--- config.mk ---
export PLATFORM = sky130hd
export DESIGN_NAME = hgg_regs
export DESIGN_NICKNAME = d
export VERILOG_FILES = /design/src/logic/hgg_pkg.sv /design/src/logic/hgg_regs.sv /design/src/logic/hgg_group.sv
export SDC_FILE = /design/constraint.sdc
export NUM_CORES = 1
export LEC_CHECK = 0
export BUFFER_PORTS_ARGS = -buffer_cell sky130_fd_sc_hd__clkbuf_2
export CAP_MARGIN = 20
export CORE_MARGIN = 5
export CORE_UTILIZATION = 45
export DETAILED_ROUTE_END_ITERATION = 12
export HOLD_SLACK_MARGIN = 0.15
export PLACE_DENSITY = 0.82
export SETUP_SLACK_MARGIN = 0.1
export SLEW_MARGIN = 20
export SYNTH_ARGS = -nofsm -noshare
export SYNTH_HDL_FRONTEND = slang
export SYNTH_SLANG_ARGS = --single-unit
--- constraint.sdc ---
create_clock -name i_mclk -period 2.9 [get_ports i_mclk]
set_input_delay 0 -clock i_mclk [delete_from_list [all_inputs] [get_ports i_mclk]]
set_output_delay 0 -clock i_mclk [all_outputs]
set_load 0.01 [all_outputs]
--- src/logic/hgg_pkg.sv ---
// Purpose: Shared constants and carrier types for the host pin group registers.
// Assumes: Byte-wide host I/O accesses with a 16-bit I/O address.
// Notes: Offsets are relative to the relocatable block base.
package hgg_pkg;

  // ----------------------------------------------------------------------
  // Register offsets
  // ----------------------------------------------------------------------
  localparam logic [3:0] OFS_DIR_G = 4'h0;
  localparam logic [3:0] OFS_LVL_G = 4'h1;
  localparam logic [3:0] OFS_DRV_G = 4'h2;
  localparam logic [3:0] OFS_DIR_H = 4'h3;
  localparam logic [3:0] OFS_LVL_H = 4'h4;
  localparam logic [3:0] OFS_DRV_H = 4'h5;
  localparam logic [3:0] OFS_DIR_I = 4'h6;
  localparam logic [3:0] OFS_LVL_I = 4'h7;
  localparam logic [3:0] OFS_DRV_I = 4'h8;

  // ----------------------------------------------------------------------
  // Reset values and field positions
  // ----------------------------------------------------------------------
  localparam logic [7:0] RST_REG = 8'h00;
  localparam logic [7:0] RST_RDATA = 8'h00;
  localparam int SEL_G = 0;
  localparam int SEL_H = 1;
  localparam int SEL_I = 2;
  localparam int BASE_ALIGN_BITS = 4;

  // Host I/O request carried as one bundle.
  typedef struct packed {
    logic rd;
    logic wr;
    logic [15:0] addr;
    logic [7:0] wdata;
  } hgg_req_t;

  // Per-group pin drive result.
  typedef struct packed {
    logic [7:0] oe;
    logic [7:0] dout;
  } hgg_pins_t;

endpackage : hgg_pkg

--- src/logic/hgg_regs.sv ---
// Purpose: Host runtime registers for pin groups G, H and I.
// Assumes: One host byte access per request, answered next cycle.
// Notes: The supply-valid input is synchronised before use.
`timescale 1ns/10ps
module hgg_regs (
  input wire logic i_mclk, // Bus clock, 25 MHz.
  input wire logic i_reset_n, // Host reset, active low.
  input hgg_pkg::hgg_req_t i_req, // Host I/O request, one-cycle strobes.
  input wire logic i_activate, // Block decode enable.
  input wire logic [15:0] i_base, // Block base address.
  input wire logic [2:0] i_host_source_select, // Per-group host select.
  input wire logic i_pass_through_en, // Group G to group H routing.
  input wire logic i_standby_supply_valid, // Supply good, asynchronous.
  input wire logic [23:0] i_mcu_dir, // Controller directions I,H,G.
  input wire logic [23:0] i_mcu_val, // Controller values I,H,G.
  input wire logic [23:0] i_pin, // Pin levels I,H,G.
  output logic [23:0] o_pin_out, // Pin drive values I,H,G.
  output logic [23:0] o_pin_oe, // Pin enables, high drives.
  output logic [7:0] o_rdata, // Read data.
  output logic o_ack // Access complete pulse.
);

  // ----------------------------------------------------------------------
  // Decode
  // ----------------------------------------------------------------------
  logic [7:0] dir_g_q, drv_g_q, dir_h_q, drv_h_q, dir_i_q, drv_i_q;
  logic [7:0] rdata_q;
  logic ack_q;
  logic pg_meta_q, pg_q;
  wire [11:0] base_blk = i_base[15:hgg_pkg::BASE_ALIGN_BITS];
  wire hit = i_activate && (i_req.addr[15:4] == base_blk);
  wire [3:0] ofs = i_req.addr[3:0];
  wire wr_en = hit && i_req.wr;
  wire rd_en = hit && i_req.rd;
  wire [7:0] lvl_g, lvl_h, lvl_i;

  // ----------------------------------------------------------------------
  // Register writes
  // ----------------------------------------------------------------------
  // Writable registers; input registers have no storage so writes drop.
  always_ff @(posedge i_mclk or negedge i_reset_n) begin
    if (!i_reset_n) begin
      dir_g_q <= hgg_pkg::RST_REG;
      drv_g_q <= hgg_pkg::RST_REG;
      dir_h_q <= hgg_pkg::RST_REG;
      drv_h_q <= hgg_pkg::RST_REG;
      dir_i_q <= hgg_pkg::RST_REG;
      drv_i_q <= hgg_pkg::RST_REG;
    end else if (wr_en) begin
      case (ofs)
        hgg_pkg::OFS_DIR_G: dir_g_q <= i_req.wdata;
        hgg_pkg::OFS_DRV_G: drv_g_q <= i_req.wdata;
        hgg_pkg::OFS_DIR_H: dir_h_q <= i_req.wdata;
        hgg_pkg::OFS_DRV_H: drv_h_q <= i_req.wdata;
        hgg_pkg::OFS_DIR_I: dir_i_q <= i_req.wdata;
        hgg_pkg::OFS_DRV_I: drv_i_q <= i_req.wdata;
        default: ;
      endcase
    end
  end

  // ----------------------------------------------------------------------
  // Read mux and answer
  // ----------------------------------------------------------------------
  logic [7:0] rmux;
  // Select read data; unmapped offsets read zero.
  always_comb begin
    case (ofs)
      hgg_pkg::OFS_DIR_G: rmux = dir_g_q;
      hgg_pkg::OFS_LVL_G: rmux = lvl_g;
      hgg_pkg::OFS_DRV_G: rmux = drv_g_q;
      hgg_pkg::OFS_DIR_H: rmux = dir_h_q;
      hgg_pkg::OFS_LVL_H: rmux = lvl_h;
      hgg_pkg::OFS_DRV_H: rmux = drv_h_q;
      hgg_pkg::OFS_DIR_I: rmux = dir_i_q;
      hgg_pkg::OFS_LVL_I: rmux = lvl_i;
      hgg_pkg::OFS_DRV_I: rmux = drv_i_q;
      default: rmux = hgg_pkg::RST_RDATA;
    endcase
  end

  // Answer every decoded access one cycle later.
  always_ff @(posedge i_mclk or negedge i_reset_n) begin
    if (!i_reset_n) begin
      rdata_q <= hgg_pkg::RST_RDATA;
      ack_q <= 1'b0;
      pg_meta_q <= 1'b0;
      pg_q <= 1'b0;
    end else begin
      rdata_q <= rd_en ? rmux : rdata_q;
      ack_q <= rd_en || wr_en;
      pg_meta_q <= i_standby_supply_valid;
      pg_q <= pg_meta_q;
    end
  end
  assign o_rdata = rdata_q;
  assign o_ack = ack_q;

  // ----------------------------------------------------------------------
  // Pin groups
  // ----------------------------------------------------------------------
  hgg_pkg::hgg_pins_t pins_g, pins_h, pins_i;
  // Pass-through replaces the group H host values with group G levels.
  wire [7:0] h_val = i_pass_through_en ? lvl_g : drv_h_q;

  hgg_group u_grp_g (
    .i_mclk(i_mclk), .i_reset_n(i_reset_n),
    .i_host_sel(i_host_source_select[hgg_pkg::SEL_G]), .i_supply_ok(pg_q),
    .i_host_dir(dir_g_q), .i_host_val(drv_g_q),
    .i_mcu_dir(i_mcu_dir[7:0]), .i_mcu_val(i_mcu_val[7:0]),
    .i_pin(i_pin[7:0]), .o_pins(pins_g), .o_level(lvl_g)
  );
  hgg_group u_grp_h (
    .i_mclk(i_mclk), .i_reset_n(i_reset_n),
    .i_host_sel(i_host_source_select[hgg_pkg::SEL_H]), .i_supply_ok(pg_q),
    .i_host_dir(dir_h_q), .i_host_val(h_val),
    .i_mcu_dir(i_mcu_dir[15:8]), .i_mcu_val(i_mcu_val[15:8]),
    .i_pin(i_pin[15:8]), .o_pins(pins_h), .o_level(lvl_h)
  );
  hgg_group u_grp_i (
    .i_mclk(i_mclk), .i_reset_n(i_reset_n),
    .i_host_sel(i_host_source_select[hgg_pkg::SEL_I]), .i_supply_ok(pg_q),
    .i_host_dir(dir_i_q), .i_host_val(drv_i_q),
    .i_mcu_dir(i_mcu_dir[23:16]), .i_mcu_val(i_mcu_val[23:16]),
    .i_pin(i_pin[23:16]), .o_pins(pins_i), .o_level(lvl_i)
  );

  assign o_pin_out = {pins_i.dout, pins_h.dout, pins_g.dout};
  assign o_pin_oe = {pins_i.oe, pins_h.oe, pins_g.oe};
endmodule : hgg_regs

--- src/logic/hgg_group.sv ---
// Purpose: One eight-pin group: host/controller source mux and pin sampler.
// Assumes: Pin inputs arrive asynchronously to i_mclk.
// Notes: Output enables are high while the pin is driven.
`timescale 1ns/10ps
module hgg_group (
  input wire logic i_mclk, // Bus clock.
  input wire logic i_reset_n, // Asynchronous reset, active low.
  input wire logic i_host_sel, // One: host registers drive the pins.
  input wire logic i_supply_ok, // Standby supply valid, synchronised.
  input wire logic [7:0] i_host_dir, // Host direction, one is output.
  input wire logic [7:0] i_host_val, // Host drive values.
  input wire logic [7:0] i_mcu_dir, // Controller direction.
  input wire logic [7:0] i_mcu_val, // Controller drive values.
  input wire logic [7:0] i_pin, // Raw pin levels.
  output hgg_pkg::hgg_pins_t o_pins, // Registered drive and enable.
  output logic [7:0] o_level // Synchronised pin levels.
);

  // ----------------------------------------------------------------------
  // Pin level synchroniser
  // ----------------------------------------------------------------------
  logic [7:0] meta_q;
  logic [7:0] level_q;

  // Two flops before any reader sees a pin level.
  always_ff @(posedge i_mclk or negedge i_reset_n) begin
    if (!i_reset_n) begin
      meta_q <= hgg_pkg::RST_REG;
      level_q <= hgg_pkg::RST_REG;
    end else begin
      meta_q <= i_pin;
      level_q <= meta_q;
    end
  end
  assign o_level = level_q;

  // ----------------------------------------------------------------------
  // Drive selection
  // ----------------------------------------------------------------------
  wire [7:0] host_oe = i_supply_ok ? i_host_dir : 8'h00;
  wire [7:0] sel_oe = i_host_sel ? host_oe : i_mcu_dir;
  wire [7:0] sel_val = i_host_sel ? i_host_val : i_mcu_val;
  hgg_pkg::hgg_pins_t pins_q;

  // Register the chosen drive so pin outputs come from flops.
  always_ff @(posedge i_mclk or negedge i_reset_n) begin
    if (!i_reset_n) begin
      pins_q <= '0;
    end else begin
      pins_q <= '{oe: sel_oe, dout: sel_val};
    end
  end
  assign o_pins = pins_q;

endmodule : hgg_group

### Yosys cells after proc, flatten, opt, wreduce, memory -nomap -nowiden

Index checks and enable logic that the tools add are counted.

* eq/ne operators: 9
* mux-type cells: 11
* reduce and logical (&&, ||, !) cells: 11

Operator list (count)
* 8-bit 2-to-1 mux: 10
* 8-bit case mux with 9 select lines: 1
* 4-bit by 3-bit equality test with 1-bit output (second input constant): 4
* 12-bit equality test: 1
* 2-bit AND reduction: 6
* 4-bit by 2-bit equality test with 1-bit output (second input constant): 2
* 4-bit by 1-bit equality test with 1-bit output (second input constant): 1
* 4-bit equality test (second input constant): 1
* 4-bit zero test: 1
* 1-bit logical AND: 3
* 1-bit logical OR: 1

* flip-flop bits (word level): 155
* bits of input ports: 122
* output and inout bits: 57
* logic and storage cells: 53

### Longest topological paths before layout

* depth in word-level cells: 4
* mapped depth: 7
* depth with buffers taken out: 5

### Hierarchy

A second synthesis with hierarchy kept.

* cell total of the unflattened synthesis: 400
* area, all modules: 6118.4 µm²

By module, submodules not included
* hgg_regs: times used 1, cells each 244, area each 3130.5 µm², seq. area each 1476.4 µm²
* hgg_group: times used 3, cells each 52, area each 996.0 µm², seq. area each 800.8 µm²

### Worst setup path after synthesis

No wires, ideal clock.

* kind: in2reg
* from: input port i_base[4]
* to: register dir_g_q[0]
* library setup time: 0.125 ns
* arrival: 1.395 ns
* required time: 2.775 ns
* slack: 1.381 ns
* stages: 5
* path buffers: 0
* cells stage by stage: xnor2_1 nand2_1 nor4_4 nand4_2 mux2_2

* cells in the longest elaborated chain, start to end: 4

Ends and longest elaborated chain
* start: declaration: line hgg_regs.sv:10 `input wire logic [15:0] i_base,`
* 12-bit equality test: line hgg_regs.sv:31 `wire hit = i_activate && (i_req.addr[15:4] == base_blk);`
* 1-bit logical AND: line hgg_regs.sv:31
* 1-bit logical AND: line hgg_regs.sv:33 `wire wr_en = hit && i_req.wr;`
* 2-bit AND reduction (no line)
* end signal: assignment: line hgg_regs.sv:43 `dir_g_q <= hgg_pkg::RST_REG;`
* end signal: assignment: line hgg_regs.sv:51 `hgg_pkg::OFS_DIR_G: dir_g_q <= i_req.wdata;`
* end: declaration: line hgg_regs.sv:26 `logic [7:0] dir_g_q, drv_g_q, dir_h_q, drv_h_q, dir_i_q, drv_i_q;`

No other way between the ends.
A chain may end at the register's enable or synchronous reset.

### Worst setup path after layout

* from: register pg_q
* to: register u_grp_i.pins_q, in the netlist u_grp_i.o_pins[13]

* cells in the longest elaborated chain, start to end: 2

Ends and longest elaborated chain
* start: declaration: line hgg_regs.sv:29 `logic pg_meta_q, pg_q;`
* start signal: assignment: line hgg_regs.sv:93 `pg_q <= pg_meta_q;`
* 8-bit 2-to-1 mux: line hgg_group.sv:40 `wire [7:0] host_oe = i_supply_ok ? i_host_dir : 8'h00;`
* 8-bit 2-to-1 mux: line hgg_group.sv:41 `wire [7:0] sel_oe = i_host_sel ? host_oe : i_mcu_dir;`
* named net u_grp_i.sel_oe[5]: line hgg_group.sv:41
* end signal: assignment: line hgg_group.sv:50 `pins_q <= '{oe: sel_oe, dout: sel_val};`
* end: declaration: line hgg_group.sv:43 `hgg_pkg::hgg_pins_t pins_q;`

The timed path passes the listed nets, and every way through them passes these cells.

==> out/results.ini <==
[run_status]
status = complete, no violations

[routing]
drc_errors = 0
drtAntennaViolNets = 0
vias_per_cell = 5.06
dr_total_vias = 4751
drtIter0Drc = 292
wl_per_cell_um = 18.4
drt_wl_total_um = 17200
firstDrtPassIters = 5

[critical_path]
r2r-end = u_grp_i.o_pins[13]
criticalPathCategory = register to register
start_kind = register
crit_cells = 4
crit_chain = and2_1 -> nand2_1 -> o21ai_0 -> dlygate4sd3_1
reg2reg_depth = 4
end_kind = register
slowest_delay_ns = 0.59
crit_slowest_cell = dlygate4sd3_1
timing.critical_path.from = pg_q
worst-endpoint-arrival_ns = 1.98
rrSetupSlack_ns = 1.22
r2r_start = pg_q
cp_top_family = buffers and inverters
cp-endpoint = u_grp_i.o_pins[13]
critPathMaxFanout = 7
worst-path-buf-inv = 1
required_ns = 3.21

[pwr]
switching_share_pct = 25.1
p_leak_uw = 0.00453
p_seq_share_pct = 46.9
cellPowerDensity_nw_per_um2 = 545
pwr-share-comb_pct = 10.1
switchingPower_uw = 1210
peakVddDrop_mv = 0.384
p_int_uw = 3610
clockPowerShare_pct = 43.0

[sta]
worst_pin_slew_ns = 0.646
clock_skew_ns = 0.0149
fmax_mhz = 596
period_share_pct = 57.8
relSlewSlack_pct = 57.0
setup_tns_ns = 0
rsz0062_at_grt = false
finalCriticalPeriod_ns = 1.68
setup_viol = 0
setup_ws_ns = 1.22
finalHoldViolations = 0
slew_violations = 0
fin_hold_ws_ns = 0.123

[flow_run]
cap_violations = 0

[floorplan]
rows = 42
initial_core_util_pct = 46.0
ioPinCount = 179
core_area_sq_um = 13300
die_w_um = 127
fp.dieH_um = 127
die_area_sq_um = 16000

[finish]
area_growth_pct = 44.8
drive_gt1_share_pct = 36.7
layout.nets = 872
num_antenna_cells = 0

[cts]
cts_setup_buffers = 0
clk_latency_ns = 0.43
cts_inserted_buffers = 17
clockBufferDepth = 2
h-tree-depth = 4
cts_sinks = 155
cts_resized = 0
path_clk_slew_ns = 0.06
cts_tree = built
clockRootBuffer = clkbuf_16

[synth]
ys_warn_count = 0
synth_top_area_cell = dfrtp_1
async_reset_ff_share_pct = 100
netlist.area_leader.share_pct = 63.5
syn_inst = 463
synth_area_leaders = dfrtp_1, mux2_2, mux2i_1
syn_area_sq_um = 6110
synthDistinctLibCells = 37
ys_seq_elements = 155
syn_area_per_cell_sq_um = 13.2
synth_flop_cell = dfrtp_1
synth-edff-count = 0
synthesis.nets = 585
yosysSeqAreaShare_pct = 63.5

[place]
gp_congestion = 0.890
hpwl_um = 11400
pre_cts_ws_ns = 0.951
portBuffers = 174

[global_routing]
grtUsageTotal_pct = 22.4
gr-total-overflow = 0
grt_pass1_wl_um = 27700
grt_max_degree = 88
grt_pass1_vias = 5240
antenna_found_initial = 0

[worst_hold_path]
hp-class = primary input to asynchronous set/reset pin

[through the flow]
| step | utilization (%) | area, sq um | power [uW] | std cells |
|---|---|---|---|---|
| global placement | 53.7 | 7140 | 2640 | 792 |
| floorplan | - | 6110 | 2440 | 463 |
| global route | 66.5 | 8850 | 5010 | 939 |
| finish | 66.5 | 8850 | 4820 | 939 |
| CTS | 66.5 | 8850 | 4840 | 939 |
| detailed placement | 53.7 | 7140 | 2660 | 792 |
[placed cells by master (no fill, tap or decap), types with 3 or more instances in the layout]
cell type	netlist	layout
nand2_1	28	28
inv_6	0	9
dlygate4sd3_1	0	115
a211oi_1	3	3
clkbuf_16	0	17
o2bb2ai_1	8	8
and2_1	3	3
dfrtp_1	155	155
a21oi_1	8	8
inv_1	30	30
nor3_1	3	3
and3_1	4	4
xnor2_1	9	9
nand4_2	6	6
o21ai_0	25	25
nor2b_1	7	7
nor2_1	14	14
o32ai_1	4	4
a2111oi_0	4	4
mux2i_1	26	26
o22ai_1	8	8
mux2_2	65	65
nor3b_1	3	3
clkbuf_2	0	173
a22oi_1	7	7
nand3_1	4	4
[logic make-up (layout without fill, tap and decap cells)]
kind of cell / count (synthesis) / in the layout / share of synthesized area (%)
multiplexers: 92 / 92 / 16.6
AO/OA/AOI/OAI: 74 / 74 / 8.01
buffers and inverters: 53 / 353 / 3.32
XOR/XNOR: 9 / 9 / 1.29
flip-flops: 155 / 155 / 63.5
AND/OR/NAND/NOR: 80 / 80 / 7.29
[power groups by stage]
stage | logic (uW) | clock network (uW) | registers, uW
finish | 485 | 2070 | 2260
global route | 530 | 2210 | 2270
CTS | 480 | 2100 | 2260
detailed placement | 355 | 0 | 2300
global placement | 346 | 0 | 2300
floorplan | 130 | 0 | 2310
[final cells by class]
| class | count | area (sq um) |
|---|---|---|
| Timing Repair Buffer | 291 | 2060 |
| Clock inverter | 14 | 123 |
| Inverter | 30 | 113 |
| Tap cell | 176 | 220 |
| Multi-Input combinational cell | 255 | 2030 |
| Sequential cell | 155 | 3880 |
| Clock buffer | 18 | 429 |
| Fill cell | 929 | 4450 |
[cells in the mapped netlist (8+ instances only)]
master	instances
nand2_1	28
a21oi_1	8
inv_1	30
o2bb2ai_1	8
nor2_1	14
mux2_2	65
xnor2_1	9
dfrtp_1	155
clkbuf_1	17
o22ai_1	8
o21ai_0	25
mux2i_1	26
[worst min path at each step]
stage	end	slack [ns]
global route	u_grp_h.meta_q[2]	0.18
finish	u_grp_h.meta_q[2]	0.12
floorplan	dir_g_q[0]	-0.30
CTS	u_grp_h.meta_q[2]	0.16
global placement	pg_meta_q	0.04
detailed placement	u_grp_h.meta_q[2]	0.05
[metal layers]
layer	track usage (%)	routed length, um	part of all wire [%]	vias to the layer above
met5	0	0	0	-
met4	8.26	391	2.3	0
met3	5.88	1160	6.7	32
met2	37.7	8610	50	199
met1	28.0	7090	41	2316
li1	-	-	-	2204
[timing repair]
item                                    in CTS  in global routing
hold endpoints to repair                   245                  0
hold buffers                               115                  0
endpoints found under the setup margin       0                  0
(Power assumes the default switching activity.)
